==> src/design/efs_map.vh <==
`ifndef EFS_MAP_VH
`define EFS_MAP_VH

// Register word offsets on the host register port
`define EFS_ADDR_W            12
`define EFS_DATA_W            16
`define EFS_OFF_FLAGS_RX      12'h004
`define EFS_OFF_FLAGS_OUT     12'h005
`define EFS_OFF_STREAM1       12'h006
`define EFS_OFF_STREAM2       12'h007

// Received flag register fields
`define EFS_RX_ERR_HERE_BIT   0
`define EFS_RX_ERR_ALR_BIT    1
`define EFS_RX_IERR_HERE_BIT  2
`define EFS_RX_FOUND_BIT      15

// Outgoing flag register: three five-bit groups, bit 15 reserved
`define EFS_GRP_W             5
`define EFS_GRP_PICTURE_LSB   0
`define EFS_GRP_FIELD_LSB     5
`define EFS_GRP_AUX_LSB       10
`define EFS_GRP_UNKNOWN_BIT   4
`define EFS_GRP_RESET         5'h10

// Stream format register fields
`define EFS_FIELD_CRC_BIT     15
`define EFS_PICT_CRC_BIT      14
`define EFS_STD_MSB           13
`define EFS_STD_LSB           8
`define EFS_CHROMA_MSB        7
`define EFS_CHROMA_LSB        4
`define EFS_LUMA_MSB          3
`define EFS_LUMA_LSB          0
`define EFS_STD_RESET         6'h1d
`define EFS_FMT_RESET         4'hf

`endif

==> src/design/efs_status_regs.v <==
`timescale 1ns/10ps
`include "efs_map.vh"

// Summary of operation
// - Received picture flags: error here bit 0, already bit 1, internal here bit 2.
// - Outgoing flags: aux 14-10, field 9-5, picture 4-0; bit 15 reserved.
// - Group order unknown, internal already, internal here, already, here; unknown resets 1.
// - Full-field CRC validity at stream-1 bit 15, clear after reset.
// - Active-picture CRC validity at stream-1 bit 14, clear after reset.
// - Stream-1 detected standard at bits 13-8, resets to 29.
// - Stream-1 bits 7-4: chroma code, or stream-2 code for level A; reset 15.
// - Stream-1 bits 3-0: luma code, or stream-1 code for level A; reset 15.
// - Level B only: stream-2 standard at bits 13-8, reset 29; bits 15-14 zero.
// - Level B only: stream-2 chroma at 7-4, luma at 3-0, both reset 15.
// - Bit 15 of received flags sets when an embedded check packet is found.
module efs_status_regs (
  // Clock and reset
  input  wire                    clk_in,
  input  wire                    rst_b_in,
  // Host register port
  input  wire [`EFS_ADDR_W-1:0]  reg_addr_in,
  input  wire                    reg_rd_in,
  input  wire                    reg_wr_in,
  input  wire [`EFS_DATA_W-1:0]  reg_wdata_in,
  output reg  [`EFS_DATA_W-1:0]  reg_rdata_out,
  output reg                     reg_rvalid_out,
  // Received check packet from the stream decoder
  input  wire                    rx_packet_in,
  input  wire                    rx_packet_lost_in,
  input  wire                    rx_picture_err_here_in,
  input  wire                    rx_picture_err_already_in,
  input  wire                    rx_picture_internal_err_here_in,
  input  wire                    field_crc_valid_in,
  input  wire                    picture_crc_valid_in,
  // Outgoing flags from the local checker
  input  wire                    out_flags_load_in,
  input  wire [14:0]             out_flags_in,
  // Format detection results
  input  wire                    fmt_load_in,
  input  wire                    level_a_in,
  input  wire                    level_b_in,
  input  wire [5:0]              stream1_standard_in,
  input  wire [5:0]              stream2_standard_in,
  input  wire [3:0]              chroma_code_in,
  input  wire [3:0]              luma_code_in,
  input  wire [3:0]              stream1_code_in,
  input  wire [3:0]              stream2_code_in,
  input  wire [3:0]              stream2_chroma_code_in,
  input  wire [3:0]              stream2_luma_code_in
);

  // Received flag state
  reg                            check_packet_found_q;
  reg                            check_packet_found_d;
  reg                            rx_picture_err_here_q;
  reg                            rx_picture_err_already_q;
  reg                            rx_picture_internal_err_here_q;
  reg                            field_crc_valid_q;
  reg                            picture_crc_valid_q;
  // Outgoing flag groups
  wire [14:0]                    out_flags_q;
  // Stream format state
  reg  [5:0]                     stream1_standard_q;
  reg  [3:0]                     stream1_chroma_format_q;
  reg  [3:0]                     stream1_luma_format_q;
  reg  [5:0]                     stream2_standard_q;
  reg  [3:0]                     stream2_chroma_format_q;
  reg  [3:0]                     stream2_luma_format_q;
  // Read path
  reg  [`EFS_DATA_W-1:0]         reg_rdata_d;
  wire [`EFS_DATA_W-1:0]         flags_rx_word;
  wire [`EFS_DATA_W-1:0]         flags_out_word;
  wire [`EFS_DATA_W-1:0]         stream1_word;
  wire [`EFS_DATA_W-1:0]         stream2_word;
  wire                           unused_write;

  function is_mapped;
    input [`EFS_ADDR_W-1:0] addr;
    begin
      is_mapped = (addr == `EFS_OFF_FLAGS_RX) || (addr == `EFS_OFF_FLAGS_OUT) ||
                  (addr == `EFS_OFF_STREAM1) || (addr == `EFS_OFF_STREAM2);
    end
  endfunction

  // Writes reach no storage here; the register set is read-only
  assign unused_write = reg_wr_in & (|reg_wdata_in) & is_mapped(reg_addr_in);

  // Packet found flag: a new packet in the same cycle as a loss keeps the flag set
  always @* begin
    check_packet_found_d = check_packet_found_q;
    if (rx_packet_lost_in) begin
      check_packet_found_d = 1'b0;
    end
    if (rx_packet_in) begin
      check_packet_found_d = 1'b1;
    end
  end

  always @(posedge clk_in) begin
    if (!rst_b_in) begin
      check_packet_found_q           <= 1'b0;
      rx_picture_err_here_q          <= 1'b0;
      rx_picture_err_already_q       <= 1'b0;
      rx_picture_internal_err_here_q <= 1'b0;
      field_crc_valid_q              <= 1'b0;
      picture_crc_valid_q            <= 1'b0;
    end else begin
      check_packet_found_q <= check_packet_found_d;
      if (rx_packet_in) begin
        rx_picture_err_here_q          <= rx_picture_err_here_in;
        rx_picture_err_already_q       <= rx_picture_err_already_in;
        rx_picture_internal_err_here_q <= rx_picture_internal_err_here_in;
        field_crc_valid_q              <= field_crc_valid_in;
        picture_crc_valid_q            <= picture_crc_valid_in;
      end
    end
  end

  // One register per outgoing group; only the unknown-status bit resets high
  genvar g;
  generate
    for (g = 0; g < 3; g = g + 1) begin : g_out_grp
      reg [`EFS_GRP_W-1:0] grp_q;
      always @(posedge clk_in) begin
        if (!rst_b_in) begin
          grp_q <= `EFS_GRP_RESET;
        end else if (out_flags_load_in) begin
          grp_q <= out_flags_in[g*`EFS_GRP_W +: `EFS_GRP_W];
        end
      end
      assign out_flags_q[g*`EFS_GRP_W +: `EFS_GRP_W] = grp_q;
    end
  endgenerate

  always @(posedge clk_in) begin
    if (!rst_b_in) begin
      stream1_standard_q      <= `EFS_STD_RESET;
      stream1_chroma_format_q <= `EFS_FMT_RESET;
      stream1_luma_format_q   <= `EFS_FMT_RESET;
      stream2_standard_q      <= `EFS_STD_RESET;
      stream2_chroma_format_q <= `EFS_FMT_RESET;
      stream2_luma_format_q   <= `EFS_FMT_RESET;
    end else if (fmt_load_in) begin
      stream1_standard_q <= stream1_standard_in;
      if (level_a_in) begin
        stream1_chroma_format_q <= stream2_code_in;
        stream1_luma_format_q   <= stream1_code_in;
      end else begin
        stream1_chroma_format_q <= chroma_code_in;
        stream1_luma_format_q   <= luma_code_in;
      end
      // Stream 2 holds its last value outside level B
      if (level_b_in) begin
        stream2_standard_q      <= stream2_standard_in;
        stream2_chroma_format_q <= stream2_chroma_code_in;
        stream2_luma_format_q   <= stream2_luma_code_in;
      end
    end
  end

  assign flags_rx_word = {check_packet_found_q, 12'h000,
                          rx_picture_internal_err_here_q,
                          rx_picture_err_already_q,
                          rx_picture_err_here_q};
  assign flags_out_word = {1'b0, out_flags_q};
  assign stream1_word = {field_crc_valid_q, picture_crc_valid_q, stream1_standard_q,
                         stream1_chroma_format_q, stream1_luma_format_q};
  assign stream2_word = {2'b00, stream2_standard_q,
                         stream2_chroma_format_q, stream2_luma_format_q};

  // Read mux; unmapped addresses return zero
  always @* begin
    case (reg_addr_in)
      `EFS_OFF_FLAGS_RX:  reg_rdata_d = flags_rx_word;
      `EFS_OFF_FLAGS_OUT: reg_rdata_d = flags_out_word;
      `EFS_OFF_STREAM1:   reg_rdata_d = stream1_word;
      `EFS_OFF_STREAM2:   reg_rdata_d = stream2_word;
      default:            reg_rdata_d = 16'h0000;
    endcase
  end

  // Reading only samples the mux; no state depends on a read
  always @(posedge clk_in) begin
    if (!rst_b_in) begin
      reg_rdata_out  <= 16'h0000;
      reg_rvalid_out <= 1'b0;
    end else begin
      reg_rvalid_out <= reg_rd_in;
      if (reg_rd_in) begin
        reg_rdata_out <= reg_rdata_d;
      end
    end
  end

endmodule // efs_status_regs

==> config.mk <==
export PLATFORM = sky130hd
export DESIGN_NAME = efs_status_regs
export DESIGN_NICKNAME = d
export VERILOG_FILES = /design/src/design/efs_status_regs.v
export VERILOG_INCLUDE_DIRS = /design/src /design/src/design
export SDC_FILE = /design/constraint.sdc
export NUM_CORES = 1
export LEC_CHECK = 0
export BUFFER_PORTS_ARGS = -buffer_cell sky130_fd_sc_hd__buf_4
export CAP_MARGIN = 25
export CORE_MARGIN = 2
export CORE_UTILIZATION = 54
export CTS_BUF_LIST = sky130_fd_sc_hd__clkbuf_8
export CTS_CLUSTER_DIAMETER = 30
export DETAILED_ROUTE_END_ITERATION = 12
export HOLD_SLACK_MARGIN = 0.06
export PLACE_DENSITY_LB_ADDON = 0.05
export RECOVER_POWER = 50
export SLEW_MARGIN = 10
export SYNTH_ARGS = -nofsm -noshare
export SYNTH_HDL_FRONTEND = slang
export SYNTH_SLANG_ARGS = --single-unit
==> constraint.sdc <==
create_clock -name clk_in -period 2.6 [get_ports clk_in]
set_clock_uncertainty 0.1 [all_clocks]
set_input_delay 0.26 -clock clk_in [delete_from_list [all_inputs] [get_ports clk_in]]
set_output_delay 0.26 -clock clk_in [all_outputs]
set_load 0.01 [all_outputs]
==> results.json, run 1 <==
{
  "power.switching_mw": 0.526,
  "vias_per_cell": 5.46,
  "fin_crit_sh_pct": 57.5,
  "ctsLongestPathBuffers": 2,
  "wl_per_cell_um": 15.6,
  "first_iter_violations": 135,
  "cts-htree-levels": 3,
  "coreArea_um2": 5040,
  "vias": 2561,
  "grt_setup_unrepaired": "false",
  "clkTransAtPathRegs_ns": 0.07,
  "synth_top_area_share_pct": 47.3,
  "grt_pass1_wl_um": 12100,
  "switching_share_pct": 24.7,
  "pwr-share-seq_pct": 51.0,
  "grt_overflow": 0,
  "drv_slew": 0,
  "stdcell_area_um2": 3880,
  "p_total_mw": 2.13,
  "cts.repair.resized": 0,
  "period_needed_ns": 1.50,
  "die_area_um2": 5770,
  "post_cts.repair.setup_buffers": 0,
  "ant_nets": 0,
  "worstSkewPairLatency_ns": 0.33,
  "setup-tns-final_ns": 0,
  "relSlewSlack_pct": 52.1,
  "grt_util_all_layers_pct": 26.5,
  "place_hpwl_um": 4750,
  "hold_buffers": 26,
  "p_int_mw": 1.60,
  "hp-class": "input port to flop",
  "globalplace.congestion": 0.791,
  "nets": 490,
  "antenna_found_initial": 0,
  "critPathKind": "input port to flop",
  "hp-start": "out_flags_in[11]",
  "layout_setup_ws_ns": 1.10,
  "critPathCaptureType": "flop",
  "cts-root-buf": "clkbuf_8",
  "worst_pin_slew_ns": 0.714,
  "yosysTopAreaCell": "dfxtp_1",
  "power.share.clock_pct": 34.0,
  "pin_count": 111,
  "seq_area_frac_synth_pct": 47.3,
  "grt_max_degree": 35,
  "setup_violations": 0,
  "avgSynthCellArea_um2": 9.84,
  "clock_sinks": 66,
  "place_area_um2": 3490,
  "power.leakage_nw": 1.74,
  "ys_seq_elements": 66,
  "yosysMostFrequentCell": "dfxtp_1",
  "synth_cell_types": 29,
  "reg2reg_from": "stream2_chroma_format_q[1]",
  "status": "finished clean",
  "power_density_nw_per_um2": 548,
  "ir_drop_uv": 331,
  "critPathLaunchType": "input port",
  "synth_fp_nets": 378,
  "die_h_um": 75.9,
  "drive_above_1_share_pct": 30.6,
  "netlist_area_um2": 2790,
  "wl_um": 7330,
  "worstPathArrival_ns": 1.59,
  "fmax_mhz": 669,
  "start_util_pct": 55.4,
  "netlist_top_cells_area": "dfxtp_1 47%, mux2i_1 13%, nand2_1 7.5%, mux2_2 6.9%, a222oi_1 3.9%",
  "synth_edf_count": 0,
  "nFillCells": 384,
  "first_global_vias": 2524,
  "cts_tree": "done",
  "fin_hold_ws_ns": 0.0652,
  "finalHoldViolations": 0,
  "required_ns": 2.69,
  "synth-async-reset-ratio_pct": 0,
  "synthFlopType": "dfxtp_1",
  "ys_warn_count": 0,
  "cap_viol_max_count": 0,
  "port_buffers": 93,
  "p_comb_share_pct": 15.0,
  "drt-pass1-iter-count": 7,
  "crit_path_max_fanout": 25,
  "syn_inst": 284,
  "startpoint": "reg_rd_in",
  "diodes": 0,
  "rows": 26,
  "syn_to_final_growth_pct": 38.8,
  "cts_buffers": 9,
  "place_ws_ns": 0.785,
  "drc": 0,
  "ys_top_cells_by_count": "66 x dfxtp_1, 56 x nand2_1, 35 x mux2i_1",
  "die_w_um": 75.9
}
[metrics by stage]
step	std cells	utilization, %
after floorplan	284	-
after global placement	429	69.3
after detailed placement	429	69.3
after CTS	469	77.6
after global routing	469	76.9
final	469	76.9
[per-layer routing]
layer | vias to the layer above | part of all wire (%) | GRT usage [%] | wire length [um]
met4 | 0 | 1.7 | 13.1 | 122
met3 | 11 | 5.9 | 6.07 | 429
li1 | 1226 | - | - | -
met5 | - | 0 | 0 | 0
met2 | 105 | 50 | 44.8 | 3640
met1 | 1219 | 43 | 31.9 | 3140
[worst paths after layout]
path              cells after the start                     to  slack, ns
hold / removal                        3  g_out_grp[2].grp_q[1]       0.07
setup / recovery                      4       reg_rdata_out[5]       1.10
hold reg to reg                       2  stream2_standard_q[5]       0.37
setup reg to reg                      3       reg_rdata_out[5]       1.32
[area by class of cell]
cell class,instances,area (um2),area share [%]
clock buffer,10,138,3.55
clock inverter,4,21.3,0.548
inverter,6,22.5,0.581
multi-input combinational,189,1330,34.2
sequential,66,1320,34.1
tap,70,87.6,2.26
timing repair buffer,124,962,24.8
[worst max-delay path, stage by stage]
cell      delay [ns]
buf_4           0.09
clkinv_1        0.55
a222oi_1        0.59
a211oi_1        0.09
[power groups by stage]
stage | Clock [mW] | Combinational, mW | Sequential [mW]
after CTS | 0.727 | 0.319 | 1.08
final | 0.722 | 0.318 | 1.08
after global routing | 0.768 | 0.348 | 1.09
after global placement | 0 | 0.281 | 1.10
after floorplan | 0 | 0.170 | 1.10
after detailed placement | 0 | 0.287 | 1.11
[state kept, by name (all words and copies together), names as in the netlist]
signal	flops
stream2_chroma_format_q	4
rx_picture_err_already_q	1
picture_crc_valid_q	1
stream1_chroma_format_q	4
field_crc_valid_q	1
stream1_standard_q	6
reg_rvalid_out	1
rx_picture_internal_err_here_q	1
stream1_luma_format_q	4
stream2_standard_q	6
g_out_grp.grp_q	15
rx_picture_err_here_q	1
check_packet_found_q	1
reg_rdata_out	16
stream2_luma_format_q	4
[layout by cell type, fill, tap and decap left out, types with 2 or more instances in the layout]
| cell type | synthesis | final |
|---|---|---|
| nand2_1 | 56 | 56 |
| nand3_1 | 18 | 18 |
| a21oi_1 | 3 | 3 |
| clkinv_1 | 2 | 2 |
| buf_4 | 1 | 82 |
| clkbuf_8 | 0 | 10 |
| inv_1 | 4 | 5 |
| dfxtp_1 | 66 | 66 |
| mux4_1 | 3 | 3 |
| nor2_1 | 21 | 21 |
| clkbuf_4 | 0 | 7 |
| a222oi_1 | 11 | 11 |
| clkinv_2 | 0 | 2 |
| mux2_4 | 2 | 2 |
| mux2i_1 | 35 | 35 |
| o21ai_0 | 3 | 3 |
| a211oi_1 | 11 | 11 |
| clkbuf_1 | 10 | 9 |
| mux2_2 | 17 | 16 |
| dlygate4sd3_1 | 0 | 26 |
[kinds of logic (layout without fill, tap and decap cells)]
| kind of cell | Yosys count | after routing | synth area share (%) |
|---|---|---|---|
| DFF | 66 | 66 | 47.3 |
| buffers and inverters | 29 | 144 | 5.24 |
| muxes | 57 | 57 | 23.3 |
| and+or+nand+nor | 101 | 101 | 15.3 |
| AOI/OAI and AO/OA | 31 | 31 | 8.87 |
Power figures use the tool's default switching activity.
==> inputs of run 2 (changes only) <==
--- a/config.mk
+++ b/config.mk
@@ -9,7 +9,7 @@
 export BUFFER_PORTS_ARGS = -buffer_cell sky130_fd_sc_hd__buf_4
 export CAP_MARGIN = 25
 export CORE_MARGIN = 2
-export CORE_UTILIZATION = 54
+export CORE_UTILIZATION = 50
 export CTS_BUF_LIST = sky130_fd_sc_hd__clkbuf_8
 export CTS_CLUSTER_DIAMETER = 30
 export DETAILED_ROUTE_END_ITERATION = 12
==> constraint.sdc (replaced) <==
create_clock -name clk_in -period 1.5 [get_ports clk_in]
set_clock_uncertainty 0.1 [all_clocks]
set_input_delay 0.15 -clock clk_in [delete_from_list [all_inputs] [get_ports clk_in]]
set_output_delay 0.15 -clock clk_in [all_outputs]
set_load 0.01 [all_outputs]
==> results.json, run 2 (synthesized netlist as in run 1, its figures left out) <==
{
  "port_buffers": 93,
  "p_total_mw": 3.78,
  "regMostFlops": "reg_rdata_out",
  "critical_path.top_delay_family": "buffers and inverters",
  "reg_top3": "reg_rdata_out x16, g_out_grp.grp_q x15",
  "cp_slowest_stage_delay_ns": 0.56,
  "vias": 2717,
  "worst_pin_slew_ns": 0.330,
  "cts-htree-levels": 3,
  "vias_per_cell": 5.32,
  "place_hpwl_um": 4920,
  "grt_util_all_layers_pct": 27.1,
  "cts-root-buf": "clkbuf_8",
  "syn_to_final_growth_pct": 52.4,
  "coreArea_um2": 5440,
  "globalplace.congestion": 0.752,
  "cap_viol_max_count": 0,
  "ant_nets": 0,
  "period_needed_ns": 1.47,
  "setup-tns-final_ns": 0,
  "worstPathArrival_ns": 1.59,
  "drt-pass1-iter-count": 7,
  "largest_reg_flops": 16,
  "grt_max_degree": 29,
  "crit_top_cell": "dlygate4sd3_1",
  "ctsLongestPathBuffers": 2,
  "critPathKind": "input port to flop",
  "start_util_pct": 51.4,
  "grt.met1_usage_pct": 31.1,
  "reg2reg_to": "stream1_standard_q[0]",
  "die_h_um": 78.8,
  "wl_um": 7950,
  "final_common_cell": "buf_4",
  "place_ws_ns": 0.0915,
  "setup_violations": 0,
  "nFillCells": 387,
  "hp-class": "input port to flop",
  "fin_crit_sh_pct": 98.1,
  "clock_sinks": 66,
  "clkTransAtPathRegs_ns": 0.07,
  "drv_slew": 0,
  "drive_above_1_share_pct": 28.7,
  "status": "finished clean",
  "grt_overflow": 0,
  "layout_common_cells": "84 x buf_4, 66 x dfxtp_1, 56 x nand2_1, 56 x dlygate4sd3_1, 35 x mux2i_1",
  "grtUsageMet2_pct": 48.1,
  "layout_setup_ws_ns": 0.0288,
  "diodes": 0,
  "rrSetupSlack_ns": 0.24,
  "hold_depth": 4,
  "critPathSlowestCell": "dlygate4sd3_1",
  "drc": 0,
  "min_to": "stream1_luma_format_q[1]",
  "finalHoldViolations": 0,
  "ir_drop_uv": 597,
  "worstSkewPairLatency_ns": 0.33,
  "cts_tree": "done",
  "grt_pass1_wl_um": 12800,
  "grt_util_met3_pct": 6.93,
  "critPathLaunchType": "input port",
  "first_global_vias": 2691,
  "pin_count": 111,
  "power.leakage_nw": 1.88,
  "hp-start": "stream1_code_in[1]",
  "crit_path_max_fanout": 5,
  "relSlewSlack_pct": 78.0,
  "die_w_um": 78.8,
  "fmax_mhz": 680,
  "rows": 27,
  "wl_per_cell_um": 15.6,
  "cp_num_buf_inv": 3,
  "antenna_found_initial": 0,
  "first_iter_violations": 142,
  "die_area_um2": 6200,
  "cts_buffers": 9,
  "grt_setup_unrepaired": "false",
  "reg2regPathDepth": 3,
  "top_usage_layer": "met2",
  "required_ns": 1.62,
  "reg2reg_from": "stream1_standard_q[0]",
  "power_density_nw_per_um2": 888,
  "nets": 528,
  "path_cells": "dlygate4sd3_1 -> buf_6 -> mux2i_1 -> dlygate4sd3_1 -> nor2_1",
  "critPathCaptureType": "flop"
}
run 2: changes by cell type in the layout (fill, tap and decap cells not counted), sizes merged:
cell,previous run,this run
buf,82,87
clkbuf,26,29
clkinv,4,5
clkinvlp,1,0
dlygate4sd3,26,56
inv,5,7
run 2: worst register-to-register path: stages (launching register included):
cell and delay [ns]:
dfxtp_1 0.32, mux2i_1 0.11, dlygate4sd3_1 0.56, nand2_1 0.05
run 2: cell type report:
type | instances | area (um2) | share of cell area, %
Tap cell | 72 | 90.1 | 2.12
Sequential cell | 66 | 1320 | 31.0
Inverter | 6 | 22.5 | 0.529
Multi-Input combinational cell | 189 | 1350 | 31.7
Timing Repair Buffer | 162 | 1310 | 30.8
Clock buffer | 10 | 138 | 3.23
Clock inverter | 6 | 26.3 | 0.617
run 2: metrics by stage:
step | util, % | cells | hold WS [ns] | cell area [um2]
floorplan | - | 284 | 0.174 | 2790
global placement | 65.3 | 437 | 0.257 | 3550
detailed placement | 65.3 | 437 | 0.261 | 3550
CTS | 79.2 | 512 | 0.0607 | 4310
global route | 78.3 | 511 | 0.0768 | 4260
finish | 78.3 | 511 | 0.0674 | 4260
run 2: timing repair:
item	CTS	global route
buffers inserted	0	2
resized for setup	0	6
setup endpoints to repair	0	11
hold buffers	59	0
hold endpoints to repair	48	0
run 2: worst max-delay path by stage:
stage,endpoint,from,cells past startpoint
2_1_floorplan,reg_rdata_out[13],reg_addr_in[0],5
3_3_place_gp,reg_rdata_out[6],reg_addr_in[0],4
3_5_place_dp,reg_rdata_out[6],reg_addr_in[0],4
4_1_cts,field_crc_valid_q,rx_packet_in,5
5_1_grt,rx_picture_internal_err_here_q,rx_packet_in,5
6_report,rx_picture_internal_err_here_q,rx_packet_in,5
run 2: layer usage:
metal | part of all wire [%] | wire, um | vias to the layer above
li1 | - | - | 1307
met1 | 39 | 3110 | 1288
met2 | 52 | 4150 | 106
met3 | 6.3 | 499 | 16
met4 | 2.3 | 182 | 0
met5 | 0 | 0 | -
run 2: report_power, final:
group | internal [mW] | total [mW] | switching (mW)
registers | 1.84 | 1.88 | 0.0430
clock network | 0.618 | 1.26 | 0.637
logic | 0.395 | 0.646 | 0.251
total | 2.85 | 3.78 | 0.932
==> inputs of run 3 (changes only) <==
--- a/config.mk
+++ b/config.mk
@@ -14,6 +14,7 @@
 export CTS_CLUSTER_DIAMETER = 30
 export DETAILED_ROUTE_END_ITERATION = 12
 export HOLD_SLACK_MARGIN = 0.06
+export MAX_ROUTING_LAYER = met4
 export PLACE_DENSITY_LB_ADDON = 0.05
 export RECOVER_POWER = 50
 export SLEW_MARGIN = 10
==> results.json, run 3 (synthesized netlist as in run 1, its figures left out) <==
{
  "wl_um": 7930,
  "first_global_vias": 2694,
  "vias_per_cell": 5.31,
  "cap_viol_max_count": 0,
  "cts-root-buf": "clkbuf_8",
  "reg2reg_from": "stream1_standard_q[0]",
  "crit_cells": 5,
  "diodes": 0,
  "power_density_nw_per_um2": 887,
  "worstSkewPairLatency_ns": 0.33,
  "drv_slew": 0,
  "period_needed_ns": 1.48,
  "p_comb_share_pct": 17.1,
  "power.switching_mw": 0.927,
  "clkTransAtPathRegs_ns": 0.07,
  "worst_pin_slew_ns": 0.343,
  "final_common_cell": "buf_4",
  "nets": 528,
  "grt_pass1_wl_um": 12800,
  "fin_crit_sh_pct": 98.4,
  "vias": 2712,
  "drc": 0,
  "die_area_um2": 6200,
  "p_int_mw": 2.85,
  "startpoint": "rx_packet_in",
  "cts-htree-levels": 3,
  "antenna_found_initial": 0,
  "crit_top_cell": "dlygate4sd3_1",
  "die_w_um": 78.8,
  "ant_nets": 0,
  "coreArea_um2": 5440,
  "cp_slowest_stage_delay_ns": 0.56,
  "grt_max_degree": 29,
  "switching_share_pct": 24.5,
  "reg2reg_to": "stream1_standard_q[0]",
  "critPathLaunchType": "input port",
  "critPathSlowestCell": "dlygate4sd3_1",
  "worstPathArrival_ns": 1.60,
  "first_iter_violations": 165,
  "port_buffers": 93,
  "globalplace.congestion": 0.762,
  "setup-tns-final_ns": 0,
  "required_ns": 1.62,
  "cp-endpoint": "rx_picture_internal_err_here_q",
  "grt_overflow": 0,
  "power.share.clock_pct": 33.1,
  "cp_num_buf_inv": 3,
  "reg2regPathDepth": 3,
  "regMostFlops": "reg_rdata_out",
  "power.leakage_nw": 1.88,
  "grt_util_all_layers_pct": 27.9,
  "start_util_pct": 51.4,
  "rrSetupSlack_ns": 0.23,
  "largest_reg_flops": 16,
  "clock_sinks": 66,
  "hp-class": "input port to flop",
  "critPathKind": "input port to flop",
  "rows": 27,
  "drive_above_1_share_pct": 28.7,
  "status": "finished clean",
  "critical_path.top_delay_family": "buffers and inverters",
  "pwr-share-seq_pct": 49.8,
  "ir_drop_uv": 597,
  "path_cells": "dlygate4sd3_1 -> buf_6 -> mux2i_1 -> dlygate4sd3_1 -> nor2_1",
  "crit_path_max_fanout": 5,
  "finalHoldViolations": 0,
  "relSlewSlack_pct": 77.1,
  "critPathCaptureType": "flop",
  "pin_count": 111,
  "cts_buffers": 9,
  "reg_top3": "reg_rdata_out x16, g_out_grp.grp_q x15",
  "fmax_mhz": 678,
  "die_h_um": 78.8,
  "layout_common_cells": "84 x buf_4, 66 x dfxtp_1, 56 x nand2_1, 56 x dlygate4sd3_1, 35 x mux2i_1",
  "syn_to_final_growth_pct": 52.4,
  "cts_tree": "done",
  "setup_violations": 0,
  "ctsLongestPathBuffers": 2,
  "grt_setup_unrepaired": "false",
  "place_hpwl_um": 4920,
  "fin_hold_ws_ns": 0.0697,
  "drt-pass1-iter-count": 6,
  "wl_per_cell_um": 15.5
}
==> run 3: worst min-delay path, stage by stage <==
cell     delay [ns]
buf_4          0.07
mux2_2         0.13
mux2i_1        0.06
nand2_1        0.06
==> run 3: how the worst min path moves through the flow <==
stage / from / end / cells past startpoint
after floorplan: stream2_chroma_code_in[0] / stream2_chroma_format_q[0] / 2
after global placement: stream2_luma_code_in[2] / stream2_luma_format_q[2] / 3
after detailed placement: stream2_luma_code_in[2] / stream2_luma_format_q[2] / 3
after CTS: reg_addr_in[5] / reg_rdata_out[15] / 4
after global routing: chroma_code_in[1] / stream1_chroma_format_q[1] / 4
final: stream1_code_in[1] / stream1_luma_format_q[1] / 4
==> run 3: what timing repair did <==
item,CTS,global route
resized for setup,0,6
endpoints found under the hold margin,48,0
hold buffers,59,0
setup buffers,0,2
endpoints found under the setup margin,0,11
==> run 3: metrics by stage <==
step | cells | setup slack (ns) | total power, mW | area (um2) | utilization (%)
2_1_floorplan | 284 | 0.228 | 2.20 | 2790 | -
3_3_place_gp | 437 | 0.120 | 2.42 | 3550 | 65.3
3_5_place_dp | 437 | 0.0915 | 2.43 | 3550 | 65.3
4_1_cts | 512 | 0.0299 | 3.80 | 4310 | 79.2
5_1_grt | 511 | 0.00781 | 3.97 | 4260 | 78.3
6_report | 511 | 0.0246 | 3.78 | 4260 | 78.3
==> run 3: power by group through the flow <==
stage / clock [mW] / combinational, mW / sequential, mW
CTS: 1.28 / 0.645 / 1.88
floorplan: 0 / 0.294 / 1.90
finish: 1.25 / 0.647 / 1.88
detailed placement: 0 / 0.512 / 1.92
global placement: 0 / 0.502 / 1.92
global route: 1.38 / 0.699 / 1.89
==> run 3: area by class of cell <==
| cell class | count | area (um2) |
|---|---|---|
| clock buffers | 10 | 138 |
| repair buffers | 162 | 1310 |
| flip-flops and latches | 66 | 1320 |
| clock inverters | 6 | 26.3 |
| well taps | 72 | 90.1 |
| inverters | 6 | 22.5 |
| multi-input cells | 189 | 1350 |
| fillers | 387 | 1180 |
==> run 3: layer usage <==
| metal | wire length, um | GRT usage [%] | up-vias | part of all wire [%] |
|---|---|---|---|---|
| met5 | 0 | - | - | 0 |
| met4 | 215 | 10.7 | 0 | 2.7 |
| met3 | 451 | 6.70 | 24 | 5.7 |
| met2 | 4130 | 48.1 | 100 | 52 |
| met1 | 3130 | 31.3 | 1279 | 39 |
| li1 | - | - | 1309 | - |
